==> config.mk <==
export PLATFORM = sky130hd
export DESIGN_NAME = p0opt_top
export DESIGN_NICKNAME = d
export VERILOG_FILES = /design/src/rtl/p0opt_pkg.sv /design/src/rtl/p0opt_mem.sv /design/src/rtl/p0opt_top.sv
export SDC_FILE = /design/constraint.sdc
export NUM_CORES = 1
export LEC_CHECK = 0
export ABC_AREA = 0
export ABC_CLOCK_PERIOD_IN_PS = 2100
export BUFFER_PORTS_ARGS = -buffer_cell sky130_fd_sc_hd__buf_2
export CAP_MARGIN = 20
export CORE_MARGIN = 1.5
export CORE_UTILIZATION = 35
export CTS_BUF_LIST = sky130_fd_sc_hd__clkbuf_8 sky130_fd_sc_hd__clkbuf_16
export DETAILED_ROUTE_END_ITERATION = 10
export SYNTH_ARGS = -nofsm -noshare
export SYNTH_HDL_FRONTEND = slang
export SYNTH_SLANG_ARGS = --single-unit
==> constraint.sdc <==
create_clock -name clk_i -period 2.1 [get_ports clk_i]
set_clock_uncertainty 0.2 [all_clocks]
set_input_delay 0.315 -clock clk_i [delete_from_list [all_inputs] [get_ports clk_i]]
set_output_delay 0.315 -clock clk_i [all_outputs]
set_load 0.01 [all_outputs]
==> src/rtl/p0opt_pkg.sv <==
// Package for the port 0 pin option block: offsets, fields, codes.
// Assumes a 32-bit APB slave with byte addressing.
package p0opt_pkg;
    localparam int          P0OPT_NPINS          = 8;
    localparam logic [11:0] P0OPT_ACCESS_OFF     = 12'h09e;
    localparam logic [11:0] P0OPT_ACCESS_ADDR    = 12'h278;
    localparam logic [7:0]  P0OPT_ACCESS_RST     = 8'h00;
    localparam int          P0OPT_FUNC_MSB       = 7;
    localparam int          P0OPT_FUNC_LSB       = 5;
    localparam int          P0OPT_DIR_BIT        = 4;
    localparam int          P0OPT_RPTR_BIT       = 3;
    localparam int          P0OPT_IDX_MSB        = 2;
    localparam int          P0OPT_IDX_LSB        = 0;
    localparam logic [2:0]  P0OPT_OUT_NORMAL     = 3'h0;
    localparam logic [2:0]  P0OPT_OUT_HIGH       = 3'h3;
    localparam logic [1:0]  P0OPT_IN_NOPULL      = 2'h0;
    localparam logic [1:0]  P0OPT_IN_PULLDN      = 2'h1;
    localparam logic [1:0]  P0OPT_IN_PULLUP      = 2'h2;
    localparam logic [1:0]  P0OPT_IN_OFF         = 2'h3;
    localparam logic        P0OPT_DIR_OUT        = 1'b0;
endpackage

==> src/rtl/p0opt_mem.sv <==
// Small option store: one word per pin, registered read data.
// Assumes a single clock and synchronous active-low reset.
`timescale 1ns/1ps
module p0opt_mem
    import p0opt_pkg::*;
#(
    parameter int WIDTH = 3,
    parameter int DEPTH = 8,
    parameter int AW    = 3
) (
    input  wire logic             clk_i,
    input  wire logic             rst_n_i,
    input  wire logic             we_i,
    input  wire logic [AW-1:0]    waddr_i,
    input  wire logic [WIDTH-1:0] wdata_i,
    input  wire logic [AW-1:0]    raddr_i,
    output logic      [WIDTH-1:0] rdata_o,
    output logic      [DEPTH*WIDTH-1:0] all_o
);
    logic [WIDTH-1:0] mem_r [DEPTH];

    for (genvar g = 0; g < DEPTH; g++) begin : g_ent
        always_ff @(posedge clk_i) begin
            if (!rst_n_i) begin
                mem_r[g] <= '0;
            end else if (we_i && waddr_i == AW'(g)) begin
                mem_r[g] <= wdata_i;
            end
        end
        assign all_o[g*WIDTH +: WIDTH] = mem_r[g];
    end

    always_ff @(posedge clk_i) begin
        if (!rst_n_i) begin
            rdata_o <= '0;
        end else begin
            rdata_o <= mem_r[raddr_i];
        end
    end
endmodule

==> src/rtl/p0opt_top.sv <==
// Port 0 pin option register, indirectly addressed, behind APB.
// Assumes APB master on clk_i; pin options drive pad controls through one register stage.
`timescale 1ns/1ps
// Behaviour
// - Write with read pointer clear stores function field into indexed pin.
// - Output codes: 000 normal drive, 011 high drive; others illegal.
// - Input codes 00 no pull, 01 pull-down, 10 pull-up, 11 off.
// - Direction bit zero targets output option, one targets input option.
// - Write with read pointer set saves pin index and direction.
// - Write with read pointer set changes no stored option.
// - Read returns selected pin option in function field bits.
// - Index 110 is pin six, 111 is pin seven.
module p0opt_top
    import p0opt_pkg::*;
#(
    parameter int NPINS = P0OPT_NPINS
) (
    input  wire logic              clk_i,
    input  wire logic              rst_n_i,
    input  wire logic              psel_i,
    input  wire logic              penable_i,
    input  wire logic              pwrite_i,
    input  wire logic [11:0]       paddr_i,
    input  wire logic [31:0]       pwdata_i,
    input  wire logic [3:0]        pstrb_i,
    output logic      [31:0]       prdata_o,
    output logic                   pready_o,
    output logic                   pslverr_o,
    output logic      [NPINS-1:0]  out_high_drive_o,
    output logic      [NPINS-1:0]  in_buf_en_o,
    output logic      [NPINS-1:0]  in_pull_down_o,
    output logic      [NPINS-1:0]  in_pull_up_o
);
    logic       hit;
    logic       wr_acc;
    logic       rd_setup;
    logic [2:0] function_code_field;
    logic       dir_sel;
    logic       read_ptr_bit;
    logic [2:0] pin_index_field;
    logic       out_we;
    logic       in_we;
    logic [2:0] read_pointer_latch_r;
    logic       read_dir_latch_r;
    logic [2:0] out_rdata;
    logic [1:0] in_rdata;
    logic [NPINS*3-1:0] out_all;
    logic [NPINS*2-1:0] in_all;
    logic [2:0] sel_opt;
    logic       rd_wait_r;
    logic       rd_err_r;

    assign hit      = (paddr_i == P0OPT_ACCESS_ADDR);
    assign wr_acc   = psel_i && penable_i && pwrite_i && pready_o;
    assign rd_setup = psel_i && !penable_i && !pwrite_i;

    assign function_code_field = pwdata_i[P0OPT_FUNC_MSB:P0OPT_FUNC_LSB];
    assign dir_sel             = pwdata_i[P0OPT_DIR_BIT];
    assign read_ptr_bit        = pwdata_i[P0OPT_RPTR_BIT];
    assign pin_index_field     = pwdata_i[P0OPT_IDX_MSB:P0OPT_IDX_LSB];

    // Only the low byte holds the register; other lanes alone do nothing
    assign out_we = wr_acc && hit && pstrb_i[0] && !read_ptr_bit
                    && dir_sel == P0OPT_DIR_OUT;
    assign in_we  = wr_acc && hit && pstrb_i[0] && !read_ptr_bit
                    && dir_sel != P0OPT_DIR_OUT;

    // Illegal output codes are stored as written; software must avoid them
    p0opt_mem #(.WIDTH(3), .DEPTH(NPINS), .AW(3)) u_out_mem (
        .clk_i   (clk_i),
        .rst_n_i (rst_n_i),
        .we_i    (out_we),
        .waddr_i (pin_index_field),
        .wdata_i (function_code_field),
        .raddr_i (read_pointer_latch_r),
        .rdata_o (out_rdata),
        .all_o   (out_all)
    );

    p0opt_mem #(.WIDTH(2), .DEPTH(NPINS), .AW(3)) u_in_mem (
        .clk_i   (clk_i),
        .rst_n_i (rst_n_i),
        .we_i    (in_we),
        .waddr_i (pin_index_field),
        .wdata_i (function_code_field[1:0]),
        .raddr_i (read_pointer_latch_r),
        .rdata_o (in_rdata),
        .all_o   (in_all)
    );

    always_ff @(posedge clk_i) begin
        if (!rst_n_i) begin
            read_pointer_latch_r <= P0OPT_ACCESS_RST[2:0];
            read_dir_latch_r     <= 1'b0;
        end else if (wr_acc && hit && pstrb_i[0] && read_ptr_bit) begin
            read_pointer_latch_r <= pin_index_field;
            read_dir_latch_r     <= dir_sel;
        end
    end

    // Pad controls decoded per pin
    for (genvar p = 0; p < NPINS; p++) begin : g_pin
        always_ff @(posedge clk_i) begin
            if (!rst_n_i) begin
                out_high_drive_o[p] <= 1'b0;
                in_buf_en_o[p]      <= 1'b1;
                in_pull_down_o[p]   <= 1'b0;
                in_pull_up_o[p]     <= 1'b0;
            end else begin
                out_high_drive_o[p] <= out_all[p*3 +: 3] == P0OPT_OUT_HIGH;
                in_buf_en_o[p]    <= in_all[p*2 +: 2] != P0OPT_IN_OFF;
                in_pull_down_o[p] <= in_all[p*2 +: 2] == P0OPT_IN_PULLDN;
                in_pull_up_o[p]   <= in_all[p*2 +: 2] == P0OPT_IN_PULLUP;
            end
        end
    end

    // Reads wait one cycle so the store's registered data settles
    always_ff @(posedge clk_i) begin
        if (!rst_n_i) begin
            rd_wait_r <= 1'b0;
        end else begin
            rd_wait_r <= rd_setup;
        end
    end

    assign pready_o = !(psel_i && penable_i && !pwrite_i && rd_wait_r);

    assign sel_opt = (read_dir_latch_r == P0OPT_DIR_OUT) ? out_rdata
                     : {1'b0, in_rdata};

    always_ff @(posedge clk_i) begin
        if (!rst_n_i) begin
            prdata_o <= 32'h0;
            rd_err_r <= 1'b0;
        end else if (psel_i && penable_i && !pwrite_i && rd_wait_r) begin
            prdata_o <= hit ? {24'h0, sel_opt, 5'h00} : 32'h0;
            rd_err_r <= !hit;
        end else if (psel_i && !penable_i) begin
            rd_err_r <= 1'b0;
        end
    end

    assign pslverr_o = psel_i && penable_i && pready_o
                       && (pwrite_i ? !hit : rd_err_r);

    a_out_write: assert property (@(posedge clk_i) disable iff (!rst_n_i)
        out_we |=> ##1 (u_out_mem.mem_r[$past(pin_index_field, 2)]
                      == $past(function_code_field, 2)))
        else $error("output option not stored");
    a_in_write: assert property (@(posedge clk_i) disable iff (!rst_n_i)
        in_we |=> (u_in_mem.mem_r[$past(pin_index_field)]
                   == $past(function_code_field[1:0])))
        else $error("input option not stored");
    a_dir_split: assert property (@(posedge clk_i) disable iff (!rst_n_i)
        !(out_we && in_we))
        else $error("both options written at once");
    a_ptr_save: assert property (@(posedge clk_i) disable iff (!rst_n_i)
        (wr_acc && hit && pstrb_i[0] && read_ptr_bit) |=>
        (read_pointer_latch_r == $past(pin_index_field)
         && read_dir_latch_r == $past(dir_sel)))
        else $error("read pointer not saved");
    a_ptr_nowrite: assert property (@(posedge clk_i) disable iff (!rst_n_i)
        (wr_acc && read_ptr_bit) |=> $stable(out_all) && $stable(in_all))
        else $error("option changed by pointer write");
    a_read_data: assert property (@(posedge clk_i) disable iff (!rst_n_i)
        (psel_i && penable_i && !pwrite_i && rd_wait_r && hit) |=>
        prdata_o[7:5] == $past(sel_opt) && prdata_o[4:0] == 5'h00)
        else $error("read data wrong");
    a_high_drive: assert property (@(posedge clk_i) disable iff (!rst_n_i)
        ##1 (out_high_drive_o[7] == $past(out_all[23:21] == P0OPT_OUT_HIGH)))
        else $error("pin seven drive wrong");
    a_pull_pin0: assert property (@(posedge clk_i) disable iff (!rst_n_i)
        ##1 (in_pull_up_o[0] == $past(in_all[1:0] == P0OPT_IN_PULLUP)))
        else $error("pin zero pull wrong");

    // Bus timing: writes never stall, reads stall exactly one cycle
    a_wr_ready: assert property (@(posedge clk_i) disable iff (!rst_n_i)
        (psel_i && penable_i && pwrite_i)
        |-> pready_o)
        else $error("write access stalled");
    a_rd_stall: assert property (@(posedge clk_i) disable iff (!rst_n_i)
        rd_setup ##1 (psel_i && penable_i && !pwrite_i)
        |-> !pready_o)
        else $error("read access not stalled");
    a_rd_finish: assert property (@(posedge clk_i) disable iff (!rst_n_i)
        rd_setup ##1 (psel_i && penable_i && !pwrite_i)
        |=> pready_o)
        else $error("read access never ends");
    a_rd_wait_clear: assert property (@(posedge clk_i) disable iff (!rst_n_i)
        !rd_setup
        |=> !rd_wait_r)
        else $error("read wait left armed");
    a_idle_ready: assert property (@(posedge clk_i) disable iff (!rst_n_i)
        !psel_i
        |-> pready_o && !pslverr_o)
        else $error("idle bus not ready");

    // Error response only for the unmapped address
    a_wr_slverr: assert property (@(posedge clk_i) disable iff (!rst_n_i)
        (psel_i && penable_i && pwrite_i && !hit)
        |-> pslverr_o)
        else $error("unmapped write not flagged");
    a_wr_okay: assert property (@(posedge clk_i) disable iff (!rst_n_i)
        (psel_i && penable_i && pwrite_i && hit)
        |-> !pslverr_o)
        else $error("mapped write flagged");
    a_rd_slverr: assert property (@(posedge clk_i) disable iff (!rst_n_i)
        rd_setup ##1 (psel_i && penable_i && !pwrite_i && !hit)
        ##1 (psel_i && penable_i)
        |-> pslverr_o)
        else $error("unmapped read not flagged");
    a_rd_okay: assert property (@(posedge clk_i) disable iff (!rst_n_i)
        rd_setup ##1 (psel_i && penable_i && !pwrite_i && hit)
        ##1 (psel_i && penable_i)
        |-> !pslverr_o)
        else $error("mapped read flagged");

    // Read data path
    a_rd_unmapped: assert property (@(posedge clk_i) disable iff (!rst_n_i)
        (psel_i && penable_i && !pwrite_i && rd_wait_r && !hit)
        |=> prdata_o == 32'h0)
        else $error("unmapped read data not zero");
    a_rd_spare: assert property (@(posedge clk_i) disable iff (!rst_n_i)
        1'b1
        |-> prdata_o[31:8] == 24'h0 && prdata_o[4:0] == 5'h00)
        else $error("spare read bits set");
    a_rd_in_msb: assert property (@(posedge clk_i) disable iff (!rst_n_i)
        (psel_i && penable_i && !pwrite_i && rd_wait_r && hit
         && read_dir_latch_r != P0OPT_DIR_OUT)
        |=> !prdata_o[7])
        else $error("input read msb set");
    a_rd_data_out: assert property (@(posedge clk_i) disable iff (!rst_n_i)
        (psel_i && penable_i && !pwrite_i && rd_wait_r && hit
         && read_dir_latch_r == P0OPT_DIR_OUT)
        |=> prdata_o[7:5] == $past(out_rdata))
        else $error("output option read wrong");
    a_rd_data_in: assert property (@(posedge clk_i) disable iff (!rst_n_i)
        (psel_i && penable_i && !pwrite_i && rd_wait_r && hit
         && read_dir_latch_r != P0OPT_DIR_OUT)
        |=> prdata_o[6:5] == $past(in_rdata))
        else $error("input option read wrong");
    a_rd_hold: assert property (@(posedge clk_i) disable iff (!rst_n_i)
        !(psel_i && penable_i && !pwrite_i && rd_wait_r)
        |=> $stable(prdata_o))
        else $error("read data changed early");
    a_out_rdata: assert property (@(posedge clk_i) disable iff (!rst_n_i)
        1'b1
        |=> out_rdata == $past(u_out_mem.mem_r[read_pointer_latch_r]))
        else $error("output store read wrong");
    a_in_rdata: assert property (@(posedge clk_i) disable iff (!rst_n_i)
        1'b1
        |=> in_rdata == $past(u_in_mem.mem_r[read_pointer_latch_r]))
        else $error("input store read wrong");

    // Stores change only on a qualified option write
    a_strobe_off: assert property (@(posedge clk_i) disable iff (!rst_n_i)
        (wr_acc && hit && !pstrb_i[0])
        |=> $stable(out_all) && $stable(in_all))
        else $error("option changed without strobe");
    a_no_access: assert property (@(posedge clk_i) disable iff (!rst_n_i)
        !wr_acc
        |=> $stable(out_all) && $stable(in_all))
        else $error("option changed without write");
    a_ptr_keep: assert property (@(posedge clk_i) disable iff (!rst_n_i)
        !(wr_acc && hit && pstrb_i[0] && read_ptr_bit)
        |=> $stable(read_pointer_latch_r) && $stable(read_dir_latch_r))
        else $error("read pointer moved");

    // Index decode at both ends of the range
    a_pin6_out: assert property (@(posedge clk_i) disable iff (!rst_n_i)
        (out_we && pin_index_field == 3'h6)
        |=> u_out_mem.mem_r[6] == $past(function_code_field))
        else $error("pin six output not stored");
    a_pin7_in: assert property (@(posedge clk_i) disable iff (!rst_n_i)
        (in_we && pin_index_field == 3'h7)
        |=> u_in_mem.mem_r[7] == $past(function_code_field[1:0]))
        else $error("pin seven input not stored");
    a_pin0_out: assert property (@(posedge clk_i) disable iff (!rst_n_i)
        (out_we && pin_index_field == 3'h0)
        |=> u_out_mem.mem_r[0] == $past(function_code_field))
        else $error("pin zero output not stored");
    a_pin5_in: assert property (@(posedge clk_i) disable iff (!rst_n_i)
        (in_we && pin_index_field == 3'h5)
        |=> u_in_mem.mem_r[5] == $past(function_code_field[1:0]))
        else $error("pin five input not stored");

    // Pad decode per pin; pulls must never fight each other
    for (genvar q = 0; q < NPINS; q++) begin : g_chk
        a_pad_drive: assert property (@(posedge clk_i) disable iff (!rst_n_i)
            1'b1
            |=> out_high_drive_o[q]
                == $past(out_all[q*3 +: 3] == P0OPT_OUT_HIGH))
            else $error("drive strength wrong");
        a_pad_buf: assert property (@(posedge clk_i) disable iff (!rst_n_i)
            1'b1
            |=> in_buf_en_o[q]
                == $past(in_all[q*2 +: 2] != P0OPT_IN_OFF))
            else $error("input buffer wrong");
        a_pad_pdn: assert property (@(posedge clk_i) disable iff (!rst_n_i)
            1'b1
            |=> in_pull_down_o[q]
                == $past(in_all[q*2 +: 2] == P0OPT_IN_PULLDN))
            else $error("pull-down wrong");
        a_pad_pup: assert property (@(posedge clk_i) disable iff (!rst_n_i)
            1'b1
            |=> in_pull_up_o[q]
                == $past(in_all[q*2 +: 2] == P0OPT_IN_PULLUP))
            else $error("pull-up wrong");
        a_pull_excl: assert property (@(posedge clk_i) disable iff (!rst_n_i)
            !(in_pull_up_o[q] && in_pull_down_o[q]))
            else $error("both pulls on");
    end
endmodule

==> impl_summary.md, run 1 <==
Cells and area
The antenna diode count is 0. In the final layout, the share of cells above drive strength 1 is 31.9%. The finished cells cover 4320 sq um.

Leaving out fill and tap cells, the most frequent cell in the layout is sky130_fd_sc_hd__nor2_1. In the layout the commonest cells are sky130_fd_sc_hd__nor2_1, sky130_fd_sc_hd__buf_2, sky130_fd_sc_hd__dfxtp_1, sky130_fd_sc_hd__edfxtp_1, sky130_fd_sc_hd__conb_1. In the final layout, flip-flops and latches occupy 2120 sq um.

The multi-input logic area is 1350 sq um. The post-synthesis to final-layout area growth is 21.3%. At the end of the flow, the number of nets in the layout was 453. Fill cells in the final layout number 949.

Worst setup path
Of all nets on the critical path, the largest fanout is 4. For this run, the slowest stage of the critical path takes 580 ps. The worst setup path is launched from a primary input. The cell type of the slowest stage on the worst timing path is sky130_fd_sc_hd__or4b_4.

At the worst endpoint, the required time is 1580 ps. The critical path in this run is classified as primary input to primary output. The critical path buffer and inverter count is 2. The signal on the critical path passes through buf_6 -> or4b_4 -> nor3_4 -> mux2i_1 -> and3_1 -> buf_2. The worst endpoint data arrival time is 1530 ps. In this design, the largest share of critical-path delay is due to simple AND/OR/NAND/NOR gates. The element type at the critical path end is a primary output.

Detailed routing
The detailed-route vias per instance is 4.70. The DRC marker count from the first detailed-route iteration is 161. The number of routed nets with antenna violations is 0. In the final routed layout, each cell accounts on average for 13.9 um. The DRC violation count after routing is 0. The first-pass iteration count of the detailed router is 4. The total routed wirelength is 7470 um.

The routed via count is 2530.

Logic synthesis
The synthesized netlist occupies a cell area of 3560 sq um. The total number of yosys warnings is 0. The number of flops mapped to enable cells by yosys is 40. The synthesized area per cell is 11.0 sq um. Counting every instance in the synthesized netlist gives 323.

Among all flip-flop cells after synthesis, the most frequent one is sky130_fd_sc_hd__dfxtp_1. The number of distinct library cell variants in the gate-level netlist after synthesis is 30. After synthesis, flip-flops and latches occupy 59.6% of the total area.

In the synthesized netlist the async set-or-reset flop fraction comes to 0%. The synthesized design contains 86 register bits.

Pwr
For this design the ratio of total power to cell area is 759 nW/um^2. The overall power is 3.28 mW. For this design the static power due to leakage is 1.67 nW. The worst voltage drop across the vdd grid is 0.429 mV.

Global routing
The number of global-route vias before repair is 2380. Entering global routing, the biggest net connects 22 pins. The first global-routing pass estimated 11800 um of wire. The total overflow left after global routing is 0. The number of antenna violations at the first check in global routing is 0. The global-route total usage across every layer is 14.2%.

Timing
The number of max-slew violations in the final report came to 0. The worst slack on hold paths is 46.3 ps. For this run, the top clock speed supported by timing is 488 MHz.

At the pin with the least slew margin, the transition time is 533 ps. Headroom to the max-slew limit came out at 64.4%. The final hold violation count is 0. The post-layout worst setup margin is 52.7 ps. After layout, the minimum clock period comes to 2050 ps. Setup repair after global routing could not meet its margin everywhere. Dividing the final minimum period by the clock period gives 97.5%. Setup violations remaining at the end of the flow were counted as 0.

CTS
The CTS buffer count is 9. Clock tree synthesis selected as its root buffer the cell sky130_fd_sc_hd__clkbuf_8. The number of hold-repair buffers added at the cts stage is 0. The clock latency of the later-clocked register in the worst-skew pair is 360 ps. The level count of the clock H-tree is 3. The tree built by TritonCTS fans out to 86 sinks. The worst-case clock buffer depth is 2. The clock transition at the registers of the reported paths is 80 ps. The CTS tree is done.

Place
The congestion estimate from routability-driven global placement came to 0.780. OpenSTA, run right after detailed placement, puts the worst setup slack at -327 ps. Summing all placed instances gives a cell area of 4080 sq um.

Port buffering added 62 buffers. The wire-length estimate of the detail-placed layout is 5440 um.

Die
During I/O placement, the number of pins put on the boundary was 119. The die is 104 um wide. Once the floorplan was initialized, standard cells occupied 36.3% of the core. The die area is 10800 sq um.

The core outline area is 9820 sq um. After floorplanning, the core was divided into 36 placement rows. The y dimension of the die is 104 um.

Outcome
The flow ran to the end, and the final reports show no timing, DRC or antenna violations.

Flow run
The reported max-cap violation count is 0.

Min path
The path category of the worst min-delay check is primary input to flop.
## through the flow
step                util (%)  TNS (ps)  instances
global route            44.0     -52.2        538
detailed placement      41.5    -14450        524
global placement        41.5    -11790        524
floorplan                  -     -1190        351
CTS                     43.5         0        538
finish                  44.0         0        538
## layer usage
| layer | vias to the layer above | GRT usage [%] | routed length (um) |
|---|---|---|---|
| li1 | 1233 | - | - |
| met1 | 1195 | 16.2 | 3140 |
| met2 | 90 | 24.1 | 3650 |
| met3 | 12 | 5.20 | 539 |
| met4 | 0 | 5.75 | 136 |
| met5 | - | 0 | 0 |
## cell families after synthesis
kind of cell | after synthesis | synth area share (%)
buf+inv | 47 | 8.15
mux | 18 | 8.57
simple gates | 143 | 19.4
compound gates | 28 | 4.22
flops | 86 | 59.6
other cells | 1 | 0.105
## report_power, final
group | total (mW) | switching [mW] | internal, mW | leakage (nW)
combinational | 0.232 | 0.144 | 0.0889 | 0.804
clock | 1.20 | 0.606 | 0.590 | 0.108
sequential | 1.85 | 0.0371 | 1.82 | 0.756
## cell usage after synthesis, drive strengths merged (2+ instances only)
master	number	area [sq um]
a21oi	4	20.0
a22oi	3	22.5
and4b	4	40.0
buf	33	238
clkbuf	12	45.0
dfxtp	46	921
edfxtp	40	1200
mux2i	8	80.1
mux4	10	225
nand2	20	75.1
nand2b	4	25.0
nand3	22	110
nand4	4	25.0
nand4b	4	35.0
nor2	68	255
nor2b	2	12.5
nor3	6	30.0
nor3b	2	15.0
nor4	2	27.5
o21ai	20	100
or4b	2	20.0
## what timing repair did
| item | 4_1_cts | 5_1_grt |
|---|---|---|
| pin swaps | 3 | 0 |
| endpoints found under the setup margin | 1 | 25 |
| buffers inserted | 0 | 0 |
| endpoints found under the hold margin | 0 | 0 |
| resized for setup | 2 | 10 |
## layout make-up
type / count / area share (%)
Clock buffer: 10 / 3.18
Clock inverter: 6 / 1.51
Inverter: 2 / 0.174
Multi-Input combinational cell: 218 / 31.1
Sequential cell: 86 / 49.1
Tap cell: 133 / 3.85
Timing Repair Buffer: 83 / 11.1
## worst min-delay path: stages
cell and delay (ps):
sky130_fd_sc_hd__buf_2 90, sky130_fd_sc_hd__buf_4 110, sky130_fd_sc_hd__nor3_1 40
## state kept, by name, indices dropped and copies added, names as in the netlist
register,flops
rd_err_r,1
prdata_o,3
u_in_mem.mem_r,16
rd_wait_r,1
out_high_drive_o,8
read_dir_latch_r,1
u_out_mem.mem_r,24
in_pull_down_o,8
in_buf_en_o,8
in_pull_up_o,8
u_in_mem.rdata_o,2
read_pointer_latch_r,3
u_out_mem.rdata_o,3
## final timing paths
path / endpoint / start / slack [ps] / cells after the start
setup / recovery: pslverr_o / paddr_i[10] / 50 / 6
setup reg to reg: u_in_mem.rdata_o[0] / read_pointer_latch_r[0] / 400 / 4
hold / removal: rd_wait_r / pwrite_i / 50 / 3
hold reg to reg: out_high_drive_o[4] / u_out_mem.mem_r[4][2] / 250 / 1
Power figures use the tool's default switching activity.
==> inputs of run 2 (changes only) <==
- ABC_CLOCK_PERIOD_IN_PS: 2100 -> 1800
- clock period: 2.1 -> 1.8 ns (I/O delays scaled with it)
==> run 2 against run 1 <==
  * The flow now finishes with violations (setup timing)
  * Die area stayed put
  * Routed wire length is 5.2% higher
  * Sequential cell count stayed put
  * Cell count is 3.2% higher
  * Highest routed layer unchanged
  * Worst hold slack worse by 28 ps
  * Design area is 8.4% higher
  * Global-route usage is 0.74 points higher
  * Critical path type unchanged
==> impl_summary.md, run 2 (synthesized netlist as in run 1, its figures left out) <==
Outcome
The run finished, with violations left. The final reports fail on setup timing.

Worst setup path
STA classifies the critical path endpoint as a primary output. The setup slack of the most critical reg-to-reg path is 210 ps (-190 ps). The worst-case reg-to-reg path depth is 4 (unchanged).

The required arrival time at the worst endpoint came to 1330 ps (-250 ps). The category of the critical setup timing path is primary input to primary output. The worst flop-to-flop path startpoint is read_pointer_latch_r[0]. Following the worst setup path forward leads to its endpoint at pslverr_o. The peak fanout along the critical path was 2 (-2). The worst endpoint data arrival time came to 1550 ps (+20 ps). In this run the critical register-to-register path is captured at u_out_mem.rdata_o[1]. In this run the worst setup path begins at paddr_i[2].

The kind of start point of the critical path is a primary input.

CTS
The worst-case clock buffer depth came to 2 (unchanged). The clock sink count is 86 (unchanged). The CTS buffer count is 9 (unchanged). The level count of the clock H-tree is 3 (unchanged). The cell sitting at the root of the clock tree is a sky130_fd_sc_hd__clkbuf_8. The clock transition at the registers of the reported paths is 80 ps (about the same).

The clock latency of the later-clocked register in the worst-skew pair is 370 ps (about the same). TritonCTS built the clock tree.

Place
The standard cell area after detailed placement came to 4090 sq um (+0.28%). The number of cells in the design after placement was 523 (-0.19%). The last weighted congestion value of the routability-driven placer is 0.745 (-4.5%). The detailed placer's ending HPWL is 5370 um (-1.2%).

The number of input and output port buffers inserted is 62 (unchanged).

Cells and area
The antenna diode count is 0 (unchanged). The largest registers in the layout are u_out_mem.mem_r: 24 flops, u_in_mem.mem_r: 16 flops. The final standard cell utilization of the core is 47.7% (+3.7 points). The most common library cell in the layout ignoring fill and taps is sky130_fd_sc_hd__buf_2. The final instance area came to 4690 sq um (+8.4%). The area growth from synthesis to layout is 31.5%. The library cells used most frequently in the layout, excluding fill and tap cells, are sky130_fd_sc_hd__buf_2, sky130_fd_sc_hd__dfxtp_1, sky130_fd_sc_hd__nor2_1, sky130_fd_sc_hd__edfxtp_1, sky130_fd_sc_hd__conb_1.

The fraction of layout instances using a drive strength above 1 is 42.7% (+11 points). The register name with the most flops is u_out_mem.mem_r. The number of flip-flops under the largest register name is 24 (unchanged). The number of standard cells in the final layout excluding fillers is 555 (+3.2%). The final net count is 470 (+3.8%).

Detailed routing
The detailed-route vias per instance is 4.70 (-0.11%). The total routed wirelength is 7860 um (+5.2%). The first-pass iteration count of the detailed router is 4 (unchanged). The number of routed nets with antenna violations came to 0 (unchanged). The met3 layer wire length in the routed design is 616 um (+14%). The routed via count is 2607 (+3.0%). The DRC violation count after routing is 0 (unchanged). The topmost layer with routed signal wires is met4.

The post-detailed-route wirelength per cell was 14.2 um (+2.0%). The detailed-routed wire length on met2 was 3890 um (+6.4%). The DRC marker count from the first detailed-route iteration is 77 (-52%).

The met1 wire length is 3220 um (+2.7%).

Global routing
The global-route total usage across every layer is 14.9% (+0.74 points). The largest net degree at the start of global routing is 55 (+150%). The number of antenna violations at the first check in global routing is 0 (unchanged). The remaining global-route overflow is 0 (unchanged).

The first-pass GRT wire length is 12400 um (+5.5%). The number of global-route vias before repair is 2474 (+3.9%).

Timing
The count of final setup violators is 81 (+81). The smallest clock period supported by the final layout is computed as 2020 ps. The number of max-slew violations in the final report is 0 (unchanged). The final sum of negative setup slack was -12130 ps (-12130 ps). The final hold violation count is 0 (unchanged). The post-layout worst setup margin is -219 ps (-272 ps). Setup repair after global routing could not meet its margin everywhere.

The period utilization is 112%. Derived from the worst setup path, the maximum achievable clock frequency is 495 MHz.

Pwr
The total power density per cell area is 783 nW/um^2 (+3.1%). The relative contribution of the clock network to total power is 32.8% (-3.7 points). The cell leakage power is 1.76 nW (+5.8%).

The combinational power share is 8.3% (+1.2 points). The proportion of total power due to net switching is 25.3% (+1.3 points). The net switching component of the power is 0.928 mW (+18%). The power share of the sequential group is 58.9% (+2.4 points).

The overall power was 3.67 mW (+12%). The internal cell power is 2.74 mW (+9.8%). The worst voltage drop across the vdd grid is 0.285 mV (-33%).

Die
The die boundary width is 104 um (unchanged). The core outline area is 9820 sq um (unchanged). The y dimension of the die is 104 um (unchanged). The initial core utilization is 36.3% (unchanged). The top-level I/O count is 119 (unchanged). The total number of placement rows is 36 (unchanged).

The die area came to 10800 sq um (unchanged).

Flow run
The reported max-cap violation count is 0 (unchanged).

Min path
The tightest min-delay check is of the primary input to flop type.
==> run 2: what timing repair did <==
| item | 4_1_cts | 5_1_grt |
|---|---|---|
| pin swaps | 10 | 7 |
| endpoints found under the hold margin | 1 | 0 |
| cloned | 1 | 0 |
| endpoints found under the setup margin | 52 | 85 |
| hold buffers | 1 | 0 |
| resized for setup | 44 | 33 |
| setup buffers | 12 | 3 |
==> run 2: how the worst min path moves through the flow <==
stage | from | cells after the start | to | slack [ps]
2_1_floorplan | pwrite_i | 1 | rd_wait_r | 150
3_3_place_gp | u_out_mem.mem_r[6][2] | 1 | out_high_drive_o[6] | 240
4_1_cts | pwdata_i[1] | 3 | read_pointer_latch_r[1] | 4
5_1_grt | pwdata_i[3] | 3 | read_dir_latch_r | 20
6_report | pwdata_i[1] | 3 | read_pointer_latch_r[1] | 20
3_5_place_dp | u_out_mem.mem_r[5][2] | 1 | out_high_drive_o[5] | 240
==> run 2: power groups by stage <==
| stage | clock network (mW) | logic, mW | registers, mW |
|---|---|---|---|
| 3_5_place_dp | 0 | 0.265 | 2.21 |
| 2_1_floorplan | 0 | 0.195 | 2.21 |
| 4_1_cts | 1.23 | 0.297 | 2.16 |
| 6_report | 1.20 | 0.304 | 2.16 |
| 3_3_place_gp | 0 | 0.261 | 2.20 |
| 5_1_grt | 1.30 | 0.332 | 2.17 |
==> run 2: worst max-delay path, cell delays in order <==
cell	delay (ps)
sky130_fd_sc_hd__buf_6	90
sky130_fd_sc_hd__or4b_4	540
sky130_fd_sc_hd__buf_6	140
sky130_fd_sc_hd__nor3_4	140
sky130_fd_sc_hd__mux2i_1	100
sky130_fd_sc_hd__and3_1	150
sky130_fd_sc_hd__buf_2	130
==> run 2: through the flow <==
step / setup WS (ps) / hold slack, ps
after detailed placement: -553 / 243
after global routing: -288 / 23.9
after floorplan: -313 / 149
after global placement: -514 / 239
after CTS: -256 / 3.87
final: -219 / 18.2
==> run 2: layer usage <==
metal / global-route usage, % / vias to the layer above
met5: 0 / -
met2: 24.9 / 103
met1: 18.0 / 1222
li1: - / 1272
met4: 6.85 / 0
met3: 4.07 / 10
==> run 2: area by class of cell <==
cell class	count	area, sq um
fill	952	5130
sequential	86	2120
multi-input combinational	218	1550
timing repair buffer	100	664
tap	133	166
clock buffer	9	124
clock inverter	7	50.0
inverter	2	7.51
